`src/core/iof_pkg.sv`:
```
package iof_pkg;
  // opcodes handled by this block
  localparam logic [7:0] OP_INV_F1 = 8'hB5;
  localparam logic [7:0] OP_ZERO_C = 8'h97;
  localparam logic [7:0] OP_ZERO_F0 = 8'h85;
  localparam logic [7:0] OP_ZERO_F1 = 8'hA5;
  localparam logic [7:0] OP_BUS_AND = 8'h98;
  localparam logic [7:0] OP_BUS_OR = 8'h88;
  localparam logic [7:0] OP_BUS_CAP = 8'h08;
  localparam logic [7:0] OP_BUS_OUT = 8'h02;
  // six-bit patterns, low two bits select port
  localparam logic [5:0] PAT_PORT_AND = 6'h26;
  localparam logic [5:0] PAT_PORT_OR = 6'h22;
  localparam logic [5:0] PAT_EXP_AND = 6'h27;
  localparam logic [5:0] PAT_EXP_OR = 6'h23;
  localparam logic [5:0] PAT_PORT_IN = 6'h02;
  localparam logic [5:0] PAT_EXP_RD = 6'h03;
  localparam logic [5:0] PAT_EXP_WR = 6'h0F;
  localparam logic [5:0] PAT_PORT_OUT = 6'h0E;
  // five-bit register patterns, seven-bit indirect pattern
  localparam logic [4:0] PAT_REG_DEC = 5'h19;
  localparam logic [4:0] PAT_REG_INC = 5'h03;
  localparam logic [6:0] PAT_IND_INC = 7'h08;
  // port select codes for ports 1 and 2
  localparam logic [1:0] SEL_P1 = 2'h1;
  localparam logic [1:0] SEL_P2 = 2'h2;
  // memory geometry and reset values
  localparam int RAM_AW = 6;
  localparam logic [7:0] RST_BYTE = 8'h00;
  localparam logic [3:0] RST_NIB = 4'h0;
  localparam logic [7:0] ONE_BYTE = 8'h01;
  typedef enum logic [2:0] {
    IOF_IDLE, IOF_IMM, IOF_EXEC, IOF_STROBE, IOF_RAMRD
  } iof_state_t;
endpackage

```
`src/core/iof_ram.sv`:
```
`timescale 1ns/10ps
`default_nettype none
// internal data memory, registered read data
module iof_ram
  import iof_pkg::*;
(
  input wire logic clock,
  input wire logic [RAM_AW-1:0] rd_addr,
  input wire logic [RAM_AW-1:0] wr_addr,
  input wire logic wr_en,
  input wire logic [7:0] wr_data,
  output logic [7:0] rd_data
);
  logic [7:0] mem [0:(1<<RAM_AW)-1];
  // synchronous write and registered read
  always_ff @(posedge clock) begin
    if (wr_en) begin
      mem[wr_addr] <= wr_data;
    end
    rd_data <= mem[rd_addr];
  end
endmodule
`default_nettype wire

```
`src/core/iof_exec.sv`:
```
`timescale 1ns/10ps
`default_nettype none
// Functional notes
// - opcode B5 inverts user flag one in one cycle
// - 97 clears carry, 85 clears flag zero, A5 clears flag one
// - 98 ANDs bus with immediate byte, drives result, two cycles
// - 88 ORs bus with immediate byte, drives result, two cycles
// - port AND immediate on port 1 or 2, outputs result, two cycles
// - port OR immediate on port 1 or 2, outputs result, two cycles
// - expander AND/OR with accumulator low nibble, outputs result, two cycles
// - port input loads whole accumulator from port 1 or 2
// - opcode 08 captures bus into accumulator at read strobe rise
// - expander read loads low nibble, clears high nibble
// - expander write sends low nibble, high nibble unchanged
// - opcode 02 latches accumulator on bus at write strobe rise
// - port output latches full accumulator into port 1 or 2
// - register decrement subtracts one from working register 0-7
// - register increment adds one to working register 0-7
// - indirect increment adds one to RAM at register 0/1 bits 0-5
// - low two opcode bits select port
// - low three bits pick register; bit 0 picks indirect register
module iof_exec
  import iof_pkg::*;
(
  input wire logic clock,
  input wire logic resetn,
  input wire logic op_valid,
  input wire logic [7:0] op_byte,
  output logic op_ready,
  output logic exec_done,
  input wire logic [7:0] acc_in,
  output logic acc_we,
  output logic [7:0] acc_out,
  output logic carry_clr,
  output logic user_flag_zero,
  output logic user_flag_one,
  input wire logic [7:0] bus_in,
  output logic [7:0] bus_out,
  output logic bus_oe,
  output logic rd_n,
  output logic wr_n,
  input wire logic [7:0] port1_in,
  input wire logic [7:0] port2_in,
  output logic [7:0] port1_out,
  output logic [7:0] port2_out,
  input wire logic [3:0] exp_in,
  output logic [3:0] exp_out,
  output logic [1:0] exp_sel,
  output logic exp_we
);
  // two-flop synchronisers for pin inputs
  logic [7:0] bus_s1_ff, bus_s2_ff, p1_s1_ff, p1_s2_ff, p2_s1_ff, p2_s2_ff;
  logic [3:0] exp_s1_ff, exp_s2_ff;
  always_ff @(posedge clock or negedge resetn) begin
    if (!resetn) begin
      bus_s1_ff <= RST_BYTE;
      bus_s2_ff <= RST_BYTE;
      p1_s1_ff <= RST_BYTE;
      p1_s2_ff <= RST_BYTE;
      p2_s1_ff <= RST_BYTE;
      p2_s2_ff <= RST_BYTE;
      exp_s1_ff <= RST_NIB;
      exp_s2_ff <= RST_NIB;
    end else begin
      bus_s1_ff <= bus_in;
      bus_s2_ff <= bus_s1_ff;
      p1_s1_ff <= port1_in;
      p1_s2_ff <= p1_s1_ff;
      p2_s1_ff <= port2_in;
      p2_s2_ff <= p2_s1_ff;
      exp_s1_ff <= exp_in;
      exp_s2_ff <= exp_s1_ff;
    end
  end

  // state and working storage
  iof_state_t state_ff, nxt_state;
  logic [7:0] op_ff, nxt_op;
  logic [7:0] imm_ff, nxt_imm;
  logic [7:0] regs_ff [0:7];
  logic [7:0] nxt_regs [0:7];
  logic f0_ff, nxt_f0, f1_ff, nxt_f1;
  logic [7:0] bus_ff, nxt_bus;
  logic bus_oe_ff, nxt_bus_oe;
  logic rd_n_ff, nxt_rd_n, wr_n_ff, nxt_wr_n;
  logic [7:0] p1_ff, nxt_p1, p2_ff, nxt_p2;
  logic [3:0] exp_ff, nxt_exp;
  logic [1:0] exp_sel_ff, nxt_exp_sel;
  logic exp_we_ff, nxt_exp_we;
  logic [7:0] acc_ff, nxt_acc;
  logic acc_we_ff, nxt_acc_we;
  logic carry_clr_ff, nxt_carry_clr;
  logic done_ff, nxt_done;
  logic ram_we;
  logic [RAM_AW-1:0] ram_addr;
  logic [7:0] ram_rd;

  iof_ram u_ram (
    .clock(clock),
    .rd_addr(ram_addr),
    .wr_addr(ram_addr),
    .wr_en(ram_we),
    .wr_data(ram_rd + ONE_BYTE),
    .rd_data(ram_rd)
  );

  // pointer for indirect access: register 0 or 1, bits 0-5
  // the read starts at the edge that takes the opcode, so the registered
  // read data is valid in the write-back cycle and never stale
  logic ram_ptr_sel;
  assign ram_ptr_sel = (state_ff == IOF_IDLE) ? op_byte[0] : op_ff[0];
  assign ram_addr = regs_ff[{2'h0, ram_ptr_sel}][RAM_AW-1:0];
  assign op_ready = (state_ff == IOF_IDLE) || (state_ff == IOF_IMM);

  // decode and execute
  always_comb begin
    nxt_state = state_ff;
    nxt_op = op_ff;
    nxt_imm = imm_ff;
    for (int i = 0; i < 8; i++) begin
      nxt_regs[i] = regs_ff[i];
    end
    nxt_f0 = f0_ff;
    nxt_f1 = f1_ff;
    nxt_bus = bus_ff;
    nxt_bus_oe = bus_oe_ff;
    nxt_rd_n = 1'b1;
    nxt_wr_n = 1'b1;
    nxt_p1 = p1_ff;
    nxt_p2 = p2_ff;
    nxt_exp = exp_ff;
    nxt_exp_sel = exp_sel_ff;
    nxt_exp_we = 1'b0;
    nxt_acc = acc_ff;
    nxt_acc_we = 1'b0;
    nxt_carry_clr = 1'b0;
    nxt_done = 1'b0;
    ram_we = 1'b0;
    unique case (state_ff)
      IOF_IDLE: begin
        if (op_valid) begin
          nxt_op = op_byte;
          nxt_done = 1'b1;
          if (op_byte == OP_INV_F1) begin
            nxt_f1 = ~f1_ff;
          end else if (op_byte == OP_ZERO_C) begin
            nxt_carry_clr = 1'b1;
          end else if (op_byte == OP_ZERO_F0) begin
            nxt_f0 = 1'b0;
          end else if (op_byte == OP_ZERO_F1) begin
            nxt_f1 = 1'b0;
          end else if (op_byte[7:3] == PAT_REG_DEC) begin
            nxt_regs[op_byte[2:0]] = regs_ff[op_byte[2:0]] - ONE_BYTE;
          end else if (op_byte[7:3] == PAT_REG_INC) begin
            nxt_regs[op_byte[2:0]] = regs_ff[op_byte[2:0]] + ONE_BYTE;
          end else if (op_byte[7:1] == PAT_IND_INC) begin
            nxt_done = 1'b0;
            nxt_state = IOF_RAMRD;
          end else if (op_byte == OP_BUS_AND || op_byte == OP_BUS_OR ||
                       (op_byte[7:2] == PAT_PORT_AND && op_byte[1:0] != 2'h0) ||
                       (op_byte[7:2] == PAT_PORT_OR && op_byte[1:0] != 2'h0)) begin
            nxt_done = 1'b0;
            nxt_state = IOF_IMM;
          end else if (op_byte == OP_BUS_CAP) begin
            nxt_done = 1'b0;
            nxt_rd_n = 1'b0;
            nxt_bus_oe = 1'b0;
            nxt_state = IOF_STROBE;
          end else if (op_byte == OP_BUS_OUT) begin
            nxt_done = 1'b0;
            nxt_bus = acc_in;
            nxt_bus_oe = 1'b1;
            nxt_wr_n = 1'b0;
            nxt_state = IOF_STROBE;
          end else begin
            nxt_done = 1'b0;
            nxt_state = IOF_EXEC;
          end
        end
      end
      IOF_IMM: begin
        if (op_valid) begin
          nxt_imm = op_byte;
          nxt_state = IOF_EXEC;
        end
      end
      IOF_RAMRD: begin
        ram_we = 1'b1;
        nxt_done = 1'b1;
        nxt_state = IOF_IDLE;
      end
      IOF_STROBE: begin
        // strobe rises here; capture on the rising edge
        if (op_ff == OP_BUS_CAP) begin
          nxt_acc = bus_s2_ff;
          nxt_acc_we = 1'b1;
        end
        nxt_done = 1'b1;
        nxt_state = IOF_IDLE;
      end
      IOF_EXEC: begin
        nxt_done = 1'b1;
        nxt_state = IOF_IDLE;
        if (op_ff == OP_BUS_AND) begin
          nxt_bus = bus_s2_ff & imm_ff;
          nxt_bus_oe = 1'b1;
        end else if (op_ff == OP_BUS_OR) begin
          nxt_bus = bus_s2_ff | imm_ff;
          nxt_bus_oe = 1'b1;
        end else if (op_ff[7:2] == PAT_PORT_AND) begin
          if (op_ff[1:0] == SEL_P1) nxt_p1 = p1_ff & imm_ff;
          if (op_ff[1:0] == SEL_P2) nxt_p2 = p2_ff & imm_ff;
        end else if (op_ff[7:2] == PAT_PORT_OR) begin
          if (op_ff[1:0] == SEL_P1) nxt_p1 = p1_ff | imm_ff;
          if (op_ff[1:0] == SEL_P2) nxt_p2 = p2_ff | imm_ff;
        end else if (op_ff[7:2] == PAT_EXP_AND) begin
          nxt_exp = exp_s2_ff & acc_in[3:0];
          nxt_exp_sel = op_ff[1:0];
          nxt_exp_we = 1'b1;
        end else if (op_ff[7:2] == PAT_EXP_OR) begin
          nxt_exp = exp_s2_ff | acc_in[3:0];
          nxt_exp_sel = op_ff[1:0];
          nxt_exp_we = 1'b1;
        end else if (op_ff[7:2] == PAT_PORT_IN && op_ff[1:0] != 2'h0) begin
          nxt_acc = (op_ff[1:0] == SEL_P1) ? p1_s2_ff : p2_s2_ff;
          nxt_acc_we = (op_ff[1:0] == SEL_P1) || (op_ff[1:0] == SEL_P2);
        end else if (op_ff[7:2] == PAT_EXP_RD) begin
          nxt_acc = {RST_NIB, exp_s2_ff};
          nxt_acc_we = 1'b1;
          nxt_exp_sel = op_ff[1:0];
        end else if (op_ff[7:2] == PAT_EXP_WR) begin
          nxt_exp = acc_in[3:0];
          nxt_exp_sel = op_ff[1:0];
          nxt_exp_we = 1'b1;
        end else if (op_ff[7:2] == PAT_PORT_OUT) begin
          if (op_ff[1:0] == SEL_P1) nxt_p1 = acc_in;
          if (op_ff[1:0] == SEL_P2) nxt_p2 = acc_in;
        end else begin
          nxt_done = 1'b0; // not ours: no action
        end
      end
      default: begin
        nxt_state = IOF_IDLE;
      end
    endcase
  end

  // register all state
  always_ff @(posedge clock or negedge resetn) begin
    if (!resetn) begin
      state_ff <= IOF_IDLE;
      op_ff <= RST_BYTE;
      imm_ff <= RST_BYTE;
      for (int i = 0; i < 8; i++) begin
        regs_ff[i] <= RST_BYTE;
      end
      f0_ff <= 1'b0;
      f1_ff <= 1'b0;
      bus_ff <= RST_BYTE;
      bus_oe_ff <= 1'b0;
      rd_n_ff <= 1'b1;
      wr_n_ff <= 1'b1;
      p1_ff <= RST_BYTE;
      p2_ff <= RST_BYTE;
      exp_ff <= RST_NIB;
      exp_sel_ff <= 2'h0;
      exp_we_ff <= 1'b0;
      acc_ff <= RST_BYTE;
      acc_we_ff <= 1'b0;
      carry_clr_ff <= 1'b0;
      done_ff <= 1'b0;
    end else begin
      state_ff <= nxt_state;
      op_ff <= nxt_op;
      imm_ff <= nxt_imm;
      for (int i = 0; i < 8; i++) begin
        regs_ff[i] <= nxt_regs[i];
      end
      f0_ff <= nxt_f0;
      f1_ff <= nxt_f1;
      bus_ff <= nxt_bus;
      bus_oe_ff <= nxt_bus_oe;
      rd_n_ff <= nxt_rd_n;
      wr_n_ff <= nxt_wr_n;
      p1_ff <= nxt_p1;
      p2_ff <= nxt_p2;
      exp_ff <= nxt_exp;
      exp_sel_ff <= nxt_exp_sel;
      exp_we_ff <= nxt_exp_we;
      acc_ff <= nxt_acc;
      acc_we_ff <= nxt_acc_we;
      carry_clr_ff <= nxt_carry_clr;
      done_ff <= nxt_done;
    end
  end

  // outputs
  assign exec_done = done_ff;
  assign acc_we = acc_we_ff;
  assign acc_out = acc_ff;
  assign carry_clr = carry_clr_ff;
  assign user_flag_zero = f0_ff;
  assign user_flag_one = f1_ff;
  assign bus_out = bus_ff;
  assign bus_oe = bus_oe_ff;
  assign rd_n = rd_n_ff;
  assign wr_n = wr_n_ff;
  assign port1_out = p1_ff;
  assign port2_out = p2_ff;
  assign exp_out = exp_ff;
  assign exp_sel = exp_sel_ff;
  assign exp_we = exp_we_ff;
endmodule
`default_nettype wire

```
`config.mk`:
```
export PLATFORM = sky130hd
export DESIGN_NAME = iof_exec
export DESIGN_NICKNAME = d
export VERILOG_FILES = /design/src/core/iof_pkg.sv /design/src/core/iof_ram.sv /design/src/core/iof_exec.sv
export SDC_FILE = /design/constraint.sdc
export NUM_CORES = 1
export LEC_CHECK = 0
export BUFFER_PORTS_ARGS = -buffer_cell sky130_fd_sc_hd__buf_2
export CORE_MARGIN = 8
export CORE_UTILIZATION = 55
export DETAILED_ROUTE_END_ITERATION = 10
export PLACE_DENSITY = 0.88
export SKIP_CTS_REPAIR_TIMING = 1
export SYNTH_ARGS = -nofsm -noshare
export SYNTH_HDL_FRONTEND = slang
export SYNTH_SLANG_ARGS = --single-unit
```
`constraint.sdc`:
```
create_clock -name clock -period 2.8 [get_ports clock]
set_input_delay 0.56 -clock clock [delete_from_list [all_inputs] [get_ports clock]]
set_output_delay 0.56 -clock clock [all_outputs]
set_load 0.01 [all_outputs]
```
Word-level counts from Yosys, hierarchy flattened. Index checks and enable logic that the tools add are counted.

Bits in registers: 121. Input port bits: 47. Output and inout port bits: 48. Logic and storage cells: 287.

Eq/ne operators: 67. Multiplexer cells: 153. Bitwise gates (word level): 13. Reduce and logical (&&, ||, !) cells: 29.

Operators by type and width (number): two-way mux 8 bit (45); two-way mux 1 bit (82); == test 8 bit (second input constant) (8); != test 2 bit (second input constant) (22); == test 6 bit (second input constant) (6); AND reduction 12 bit (3); case mux 8 bit (2 select lines) (2); two-way mux 3 bit (9); != test 3 bit (second input constant) (9); bitwise AND 8 bit (3); bitwise OR 8 bit (3); two-way mux 4 bit (5); == test 8 x 4 -> 1 bit (second input constant) (2); AND reduction 8 bit (2); != test 7 bit (second input constant) (2); AND reduction 13 bit (1); == test 6 x 2 -> 1 bit (second input constant) (2); == test 6 x 4 -> 1 bit (second input constant) (2); two-way mux 2 bit (6); nonzero test 2 bit (5); AND reduction 9 bit (1); == test 8 x 2 -> 1 bit (second input constant) (1); == test 7 x 4 -> 1 bit (second input constant) (1); AND reduction 7 bit (1); 23 further kinds (39).

Longest topological paths before layout. Gate-level depths: netlist of the first run.

Depth after elaboration: 14. Mapped depth: 8. Gate-level depth less buffers: 7.

Worst setup path after synthesis of the first run. No wires, ideal clock.

Kind: input -> register. Start: in op_byte[6]. End: reg bus_ff[0], in the netlist bus_out[0]. Library setup time: 125 ps. Arrival: 2314 ps. Data required time: 2675 ps. Path slack: 361 ps. Stages: 6. Path buffers: 1. Path through: buf_6 -> or4_4 -> nor3_1 -> a21oi_1 -> nor4_4 -> mux2_2.

Longest elaborated chain between the ends: 6. Elaborated cells between the ends (all ways): 29. Those cells by class: eq/ne: 23; reduce/logical: 6.

RTL lines: from (decl) (line iof_exec.sv:28) `input wire logic [7:0] op_byte,`; == test 8 bit / == test 6 bit (equally long branches) (line iof_exec.sv:159, iof_exec.sv:160); logical OR 1 bit / logical AND 1 bit (equally long branches) (line iof_exec.sv:159, iof_exec.sv:160); logical OR 1 bit (line iof_exec.sv:159) `end else if (op_byte == OP_BUS_AND || op_byte == OP_BUS_OR ||`; logical OR 1 bit (line iof_exec.sv:160) `(op_byte[7:2] == PAT_PORT_AND && op_byte[1:0] != 2'h0) ||`; != test 2 bit (no source line); AND reduction 13 bit (no source line) *; to (signal assigned) (line iof_exec.sv:281) `bus_ff <= nxt_bus;`; to (decl) (line iof_exec.sv:83) `logic [7:0] bus_ff, nxt_bus;`.

Every way passes the cells marked *; elsewhere a longest branch is shown, timed or not. A chain may end at the register's enable or synchronous reset.

Final worst setup path of the first run.
Start: reg op_ff[7]. End: reg bus_ff[1], in the netlist bus_out[1].

Longest elaborated chain between the ends: 3. Elaborated cells between the ends (all ways): 6. Those cells by class: eq/ne: 3; mux: 2; reduce/logical: 1.

RTL lines: from (decl) (line iof_exec.sv:78) `logic [7:0] op_ff, nxt_op;`; from (signal assigned) (line iof_exec.sv:274) `op_ff <= nxt_op;`; == test 8 bit, on equally long branches (line iof_exec.sv:204, iof_exec.sv:207); != test 3 bit (no source line) / two-way mux 8 bit (equally long branches); AND reduction 13 bit (no source line) / case mux 8 bit (2 select lines) (equally long branches).

Several ways; a longest one is shown, not always the timed one.

==> impl_metrics.tcl, run 1 <==
set metrics [dict create \
    cp_num_buf_inv 0 \
    clock_skew_ns 0.00936 \
    vias 4052 \
    met1_usage 0.259 \
    endpoint_kind "register" \
    insertion_delay_ns 0.52 \
    viasPerCell 6.03 \
    max_cap_violations 0 \
    synth_top_area_cell "dfrtp_1" \
    fill_cells 642 \
    drtIter0Drc 383 \
    status "complete, no violations" \
    ys_warn_count 0 \
    met3_usage 0.0774 \
    finalNonFillerCells 672 \
    p_leak_nw 2.99 \
    hpwl_microns 9040 \
    fin_crit_sh 0.897 \
    combPwrFrac 0.177 \
    worst_slack_ns 0.288 \
    drt-total-wl_microns 13100 \
    power.switching_w 0.00164 \
    placementRows 35 \
    slowest_delay_ns 0.58 \
    start_kind "register" \
    syn_inst 442 \
    clockBufferDepth 2 \
    crit_top_cell "o21ai_0" \
    grt_pass1_wl_microns 20900 \
    drcViolationCount 0 \
    synth.avg_cell_area_sq_um 11.4 \
    cts-htree-levels 4 \
    worstMarginPinSlew_ns 0.623 \
    ios 95 \
    multiInputGateArea_sq_um 1880 \
    cp_max_fo 9 \
    dr.pass1.iters 5 \
    drtAntennaViolNets 0 \
    cts_sinks 121 \
    drive_gt1_frac 0.317 \
    grt_max_degree 55 \
    synthTopCellsByArea "dfrtp_1 (59%), mux2_2 (5.8%), a21oi_1 (4.1%), nor2_1 (3.3%), a21o_1 (2.4%)" \
    cp_top_family "simple AND/OR/NAND/NOR gates" \
    die_y_microns 112 \
    finalHoldViolations 0 \
    synth-edff-count 0 \
    crit_type "register to register" \
    maxSlewViolCount 0 \
    seqPwrFrac 0.432 \
    worstPathRequired_ns 3.20 \
    relSlewSlack 0.582 \
    finalCriticalPeriod_ns 2.51 \
    grt_util_met2 0.335 \
    ys_async_sr_fraction 1.00 \
    synth_top_area_frac 0.589 \
    syn_nets 492 \
    pre_cts_ws_ns 0.111 \
    nNetsFinal 598 \
    antenna_found_initial 0 \
    crit_arrival_ns 2.91 \
    core_sq_um 9060 \
    ys_ff_latch 121 \
    maxClockFrequency_mhz 398 \
    dp.cells 640 \
    cts_tree "yes" \
    netlist_area_sq_um 5060 \
    dieArea_sq_um 12500 \
    synthFlopType "dfrtp_1" \
    cts_buffers 17 \
    portBuffers 93 \
    fp.dieW_microns 112 \
    cp_slowest_cell "nor4_4" \
    clockRootBuffer "clkbuf_8" \
    synth_seq_area_share 0.599 \
    grt.busiest_layer "met2" \
    switching_share 0.314 \
    drt-wirelength-per-cell_microns 19.4 \
    gr-total-overflow 0 \
    worstHoldPathType "input pin to asynchronous set/reset pin" \
    grt_pass1_vias 4126 \
    regArea_sq_um 3030 \
    p_per_area_nw_per_um2 834 \
    p_clk_frac 0.390 \
    track_usage 0.214 \
    setup_viol 0 \
    start_util 0.558 \
    ir_worst_vdd_mv 0.599 \
    area_delta_synth_final_pct 23.9 \
    clk_pin_slew_ns 0.06 \
    p_int_w 0.00358 \
    place.gp.congestion 0.913 \
    crit_chain "or3b_2 -> o21ai_0 -> o21ai_0 -> nor4_4 -> mux2_2" \
    diodes 0 \
    rsz0062_at_grt "false" \
    ys_types 55 \
    setup_tns_ns 0 \
]
path summary, 6_finish.rpt:
kind	cells past startpoint	startpoint	end	slack, ns
hold / removal	1	resetn	p2_s1_ff[4]$_DFF_PN0_	0.03
min in group clock	1	bus_in[6]	bus_s1_ff[6]$_DFF_PN0_	0.14
hold reg to reg	0	p2_s1_ff[5]$_DFF_PN0_	p2_s2_ff[5]$_DFF_PN0_	0.35
max in group asynchronous	2	resetn	wr_n$_DFF_PN1_	1.99
setup reg to reg	5	op_ff[7]$_DFFE_PN0P_	bus_out[1]$_DFFE_PN0P_	0.29
setup / recovery	5	op_ff[7]$_DFFE_PN0P_	bus_out[1]$_DFFE_PN0P_	0.29
layer usage:
layer,wire (microns),share of wire,vias up
met5,0,0,-
li1,-,-,1799
met3,1130,0.087,28
met2,6560,0.50,208
met4,299,0.023,0
met1,5060,0.39,2017
synth_stat cells, types with 2 or more instances:
master / instances
mux2_2: 26
dfrtp_1: 119
or3b_2: 3
or4b_2: 2
inv_1: 14
nor2b_1: 2
nand3b_1: 2
buf_2: 3
o21ai_0: 17
a21oi_1: 41
a21o_1: 16
o21a_1: 3
mux2i_1: 9
xor2_1: 2
nor2_1: 45
clkbuf_1: 13
nand2b_1: 7
nand4_1: 2
dfstp_2: 2
a221oi_1: 12
xnor2_1: 2
nand3_1: 5
ha_1: 3
a211oi_1: 8
nor3_1: 9
a31oi_1: 6
o31ai_1: 3
and3_1: 3
nor4b_1: 2
and2_1: 2
or3_1: 3
nand2_1: 29
buf_1: 2
o211ai_1: 4
cell usage in the layout, fill, tap and decap left out, drive strengths merged, types with 12 or more instances in the layout:
master  count
inv        21
nand2      29
mux2       26
clkbuf     17
nor2       45
a21o       16
a21oi      41
a221oi     12
dfrtp     119
buf       107
o21ai      17
power by group through the flow:
stage          Combinational (W)  Clock (W)  Sequential [W]
6_report                0.000926    0.00204         0.00226
5_1_grt                  0.00101    0.00215         0.00228
4_1_cts                 0.000931    0.00206         0.00225
3_5_place_dp            0.000918          0         0.00227
3_3_place_gp            0.000881          0         0.00226
2_1_floorplan           0.000436          0         0.00228
worst register-to-register path: cells and delay by family (launching register included):
family             cells  cell delay, ns
and+or+nand+nor        2            1.12
muxes                  1            0.41
DFF                    1            0.49
AOI/OAI and AO/OA      2            0.37
area by class of cell:
type,instances,area share
well taps,111,0.0222
multi-input cells,287,0.301
clock buffers,17,0.0661
clock inverters,15,0.0252
inverters,14,0.00839
flip-flops and latches,121,0.484
repair buffers,107,0.0935
sequential cells by signal, summed over array words and instances (netlist names), 2 cells and up:
| register | cells |
|---|---|
| acc_out | 8 |
| bus_out | 8 |
| bus_s1_ff | 8 |
| bus_s2_ff | 8 |
| exp_out | 4 |
| exp_s1_ff | 4 |
| exp_s2_ff | 4 |
| exp_sel | 2 |
| imm_ff | 8 |
| op_ff | 8 |
| p1_s1_ff | 8 |
| p1_s2_ff | 8 |
| p2_s1_ff | 8 |
| p2_s2_ff | 8 |
| port1_out | 8 |
| port2_out | 8 |
| state_ff | 3 |
cell families (layout without fill, tap and decap cells):
group                      Yosys count  in the layout  share of synthesized area
and+or+nand+nor                    128            128                      0.133
DFF                                121            121                      0.599
AOI/OAI and AO/OA                  116            116                      0.149
muxes                               35             35                     0.0757
buffers and inverters               34            153                     0.0282
xor gates and xnor gates             4              4                    0.00693
adders and majority gates            3              3                    0.00742
other                                1              1                   0.000742
through the flow:
stage	utilization	hold WS (ns)	instance area, sq um	total power, W
floorplan	-	0.264	5060	0.00271
global placement	0.628	0.334	5690	0.00314
detailed placement	0.628	0.335	5690	0.00319
CTS	0.691	0.0372	6260	0.00524
global route	0.691	0.0508	6260	0.00544
finish	0.691	0.0304	6260	0.00522
No activity file was read; power rests on OpenSTA's default activity.
==> run 2, diff against run 1 <==
CAP_MARGIN = 20   (was default)
CELL_PAD_IN_SITES_DETAIL_PLACEMENT = 0   (was default)
CELL_PAD_IN_SITES_GLOBAL_PLACEMENT = 1   (was default)
CORE_UTILIZATION = 43   (was 55)
PLACE_DENSITY = 0.87   (was 0.88)
==> run 2 against run 1 <==
Net effect:
- die area up 24%
- flip-flop and latch count unchanged
- first-iteration DRC count down 14%
- critical path depth unchanged
- global-route usage down 4.5 points
- final cell count up 4.8%
- final area up 1.1%
==> impl_metrics.tcl, run 2 (synthesis gave the netlist of run 1 again) <==
set metrics [dict create \
    p_per_area_nw_per_um2 839 \
    grt_max_degree 56 \
    finalCriticalPeriod_ns 2.57 \
    place.gp.congestion 0.855 \
    dieArea_sq_um 15500 \
    timing.rr.start "op_ff[7]$_DFFE_PN0P_" \
    gr-total-overflow 0 \
    crit_arrival_ns 2.86 \
    start_kind "register" \
    cts-htree-levels 4 \
    grt_pass1_vias 3996 \
    reg2reg_slack_ns 0.23 \
    track_usage 0.169 \
    clk_pin_slew_ns 0.06 \
    relSlewSlack 0.539 \
    drtIter0Drc 331 \
    worst_slack_ns 0.230 \
    layout_common_cells "dfrtp_1 (119), buf_2 (92), nor2_1 (45)" \
    endpoint_kind "register" \
    cp_max_fo 9 \
    fin_crit_sh 0.918 \
    insertion_delay_ns 0.41 \
    antenna_found_initial 0 \
    vias 3861 \
    clock_skew_ns 0.00535 \
    dpl_cell_area_sq_um 5730 \
    setup_tns_ns 0 \
    r2r_cells 5 \
    final_cell_area_sq_um 6330 \
    ios 95 \
    ir_worst_vdd_mv 0.570 \
    core_sq_um 11500 \
    r2r_end "bus_out[7]$_DFFE_PN0P_" \
    nNetsFinal 598 \
    viasPerCell 5.48 \
    worstHoldPathType "input pin to asynchronous set/reset pin" \
    pre_cts_ws_ns 0.0775 \
    diodes 0 \
    p_leak_nw 3.02 \
    start_util 0.441 \
    worstMarginPinSlew_ns 0.687 \
    cts_tree "yes" \
    layout_commonest_cell "dfrtp_1" \
    crit_type "register to register" \
    drt-total-wl_microns 13100 \
    cts_sinks 121 \
    drcViolationCount 0 \
    drt-wirelength-per-cell_microns 18.6 \
    grt_pass1_wl_microns 21200 \
    clockBufferDepth 2 \
    area_delta_synth_final_pct 25.2 \
    dr.pass1.iters 5 \
    drive_gt1_frac 0.317 \
    hpwl_microns 9350 \
    drtAntennaViolNets 0 \
    fp.dieW_microns 124 \
    placementRows 39 \
    max_cap_violations 0 \
    setup_viol 0 \
    maxSlewViolCount 0 \
    status "complete, no violations" \
    cts_buffers 17 \
    finalHoldViolations 0 \
    clockRootBuffer "clkbuf_16" \
    die_y_microns 124 \
    worstPathRequired_ns 3.09 \
    portBuffers 93 \
    maxClockFrequency_mhz 389 \
    rsz0062_at_grt "false" \
]
run 2: changes by cell type in the layout (fill, tap and decap cells not counted):
cell | before | now
clkbuf_16 | 16 | 17
clkbuf_8 | 1 | 0
clkinv_4 | 3 | 0
clkinv_8 | 2 | 4
clkinvlp_4 | 3 | 0
inv_6 | 1 | 5
run 2: where the power goes:
group | leakage (nW) | internal [W] | total [W] | switching (W)
sequential | 1.49 | 0.00201 | 0.00224 | 0.000227
combinational | 1.23 | 0.000419 | 0.000904 | 0.000485
clock | 0.296 | 0.00121 | 0.00217 | 0.000955
total | 3.02 | 0.00364 | 0.00531 | 0.00167
run 2: worst max-delay path: stages (launching register included):
cell     delay (ns)
dfrtp_1        0.48
or3b_2         0.53
o21ai_0        0.20
o21ai_0        0.20
nor4_4         0.63
mux2_2         0.41
run 2: worst max path at each step:
stage,startpoint,end,slack [ns],depth (start not counted)
3_3_place_gp,op_byte[5],bus_out[6]$_DFFE_PN0P_,0.13,6
5_1_grt,op_ff[7]$_DFFE_PN0P_,bus_out[7]$_DFFE_PN0P_,0.12,5
4_1_cts,op_ff[7]$_DFFE_PN0P_,bus_out[7]$_DFFE_PN0P_,0.26,5
2_1_floorplan,op_byte[6],bus_out[0]$_DFFE_PN0P_,0.36,6
3_5_place_dp,op_byte[5],bus_out[1]$_DFFE_PN0P_,0.08,6
6_report,op_ff[7]$_DFFE_PN0P_,bus_out[7]$_DFFE_PN0P_,0.23,5
run 2: final cells by class:
| class | instances | area (sq um) |
|---|---|---|
| clock buffers | 17 | 425 |
| clock inverters | 15 | 176 |
| fillers | 987 | 5130 |
| inverters | 14 | 52.6 |
| multi-input cells | 287 | 1880 |
| flip-flops and latches | 121 | 3030 |
| well taps | 143 | 179 |
| repair buffers | 107 | 586 |
run 2: metrics by stage:
stage,power [W],cells,utilization,hold slack (ns)
final,0.00531,704,0.552,0.154
after global routing,0.00556,704,0.552,0.198
after CTS,0.00536,704,0.552,0.172
after detailed placement,0.00318,672,0.500,0.335
after global placement,0.00315,672,0.500,0.332
after floorplan,0.00271,442,-,0.264
run 2: per-layer routing:
metal | up-vias | GRT usage | share of wire | wire length (microns)
met4 | 0 | 0.0645 | 0.014 | 189
met3 | 15 | 0.0494 | 0.068 | 895
met2 | 147 | 0.264 | 0.48 | 6240
li1 | 1799 | - | - | -
met1 | 1900 | 0.216 | 0.44 | 5740
met5 | - | 0 | 0 | 0
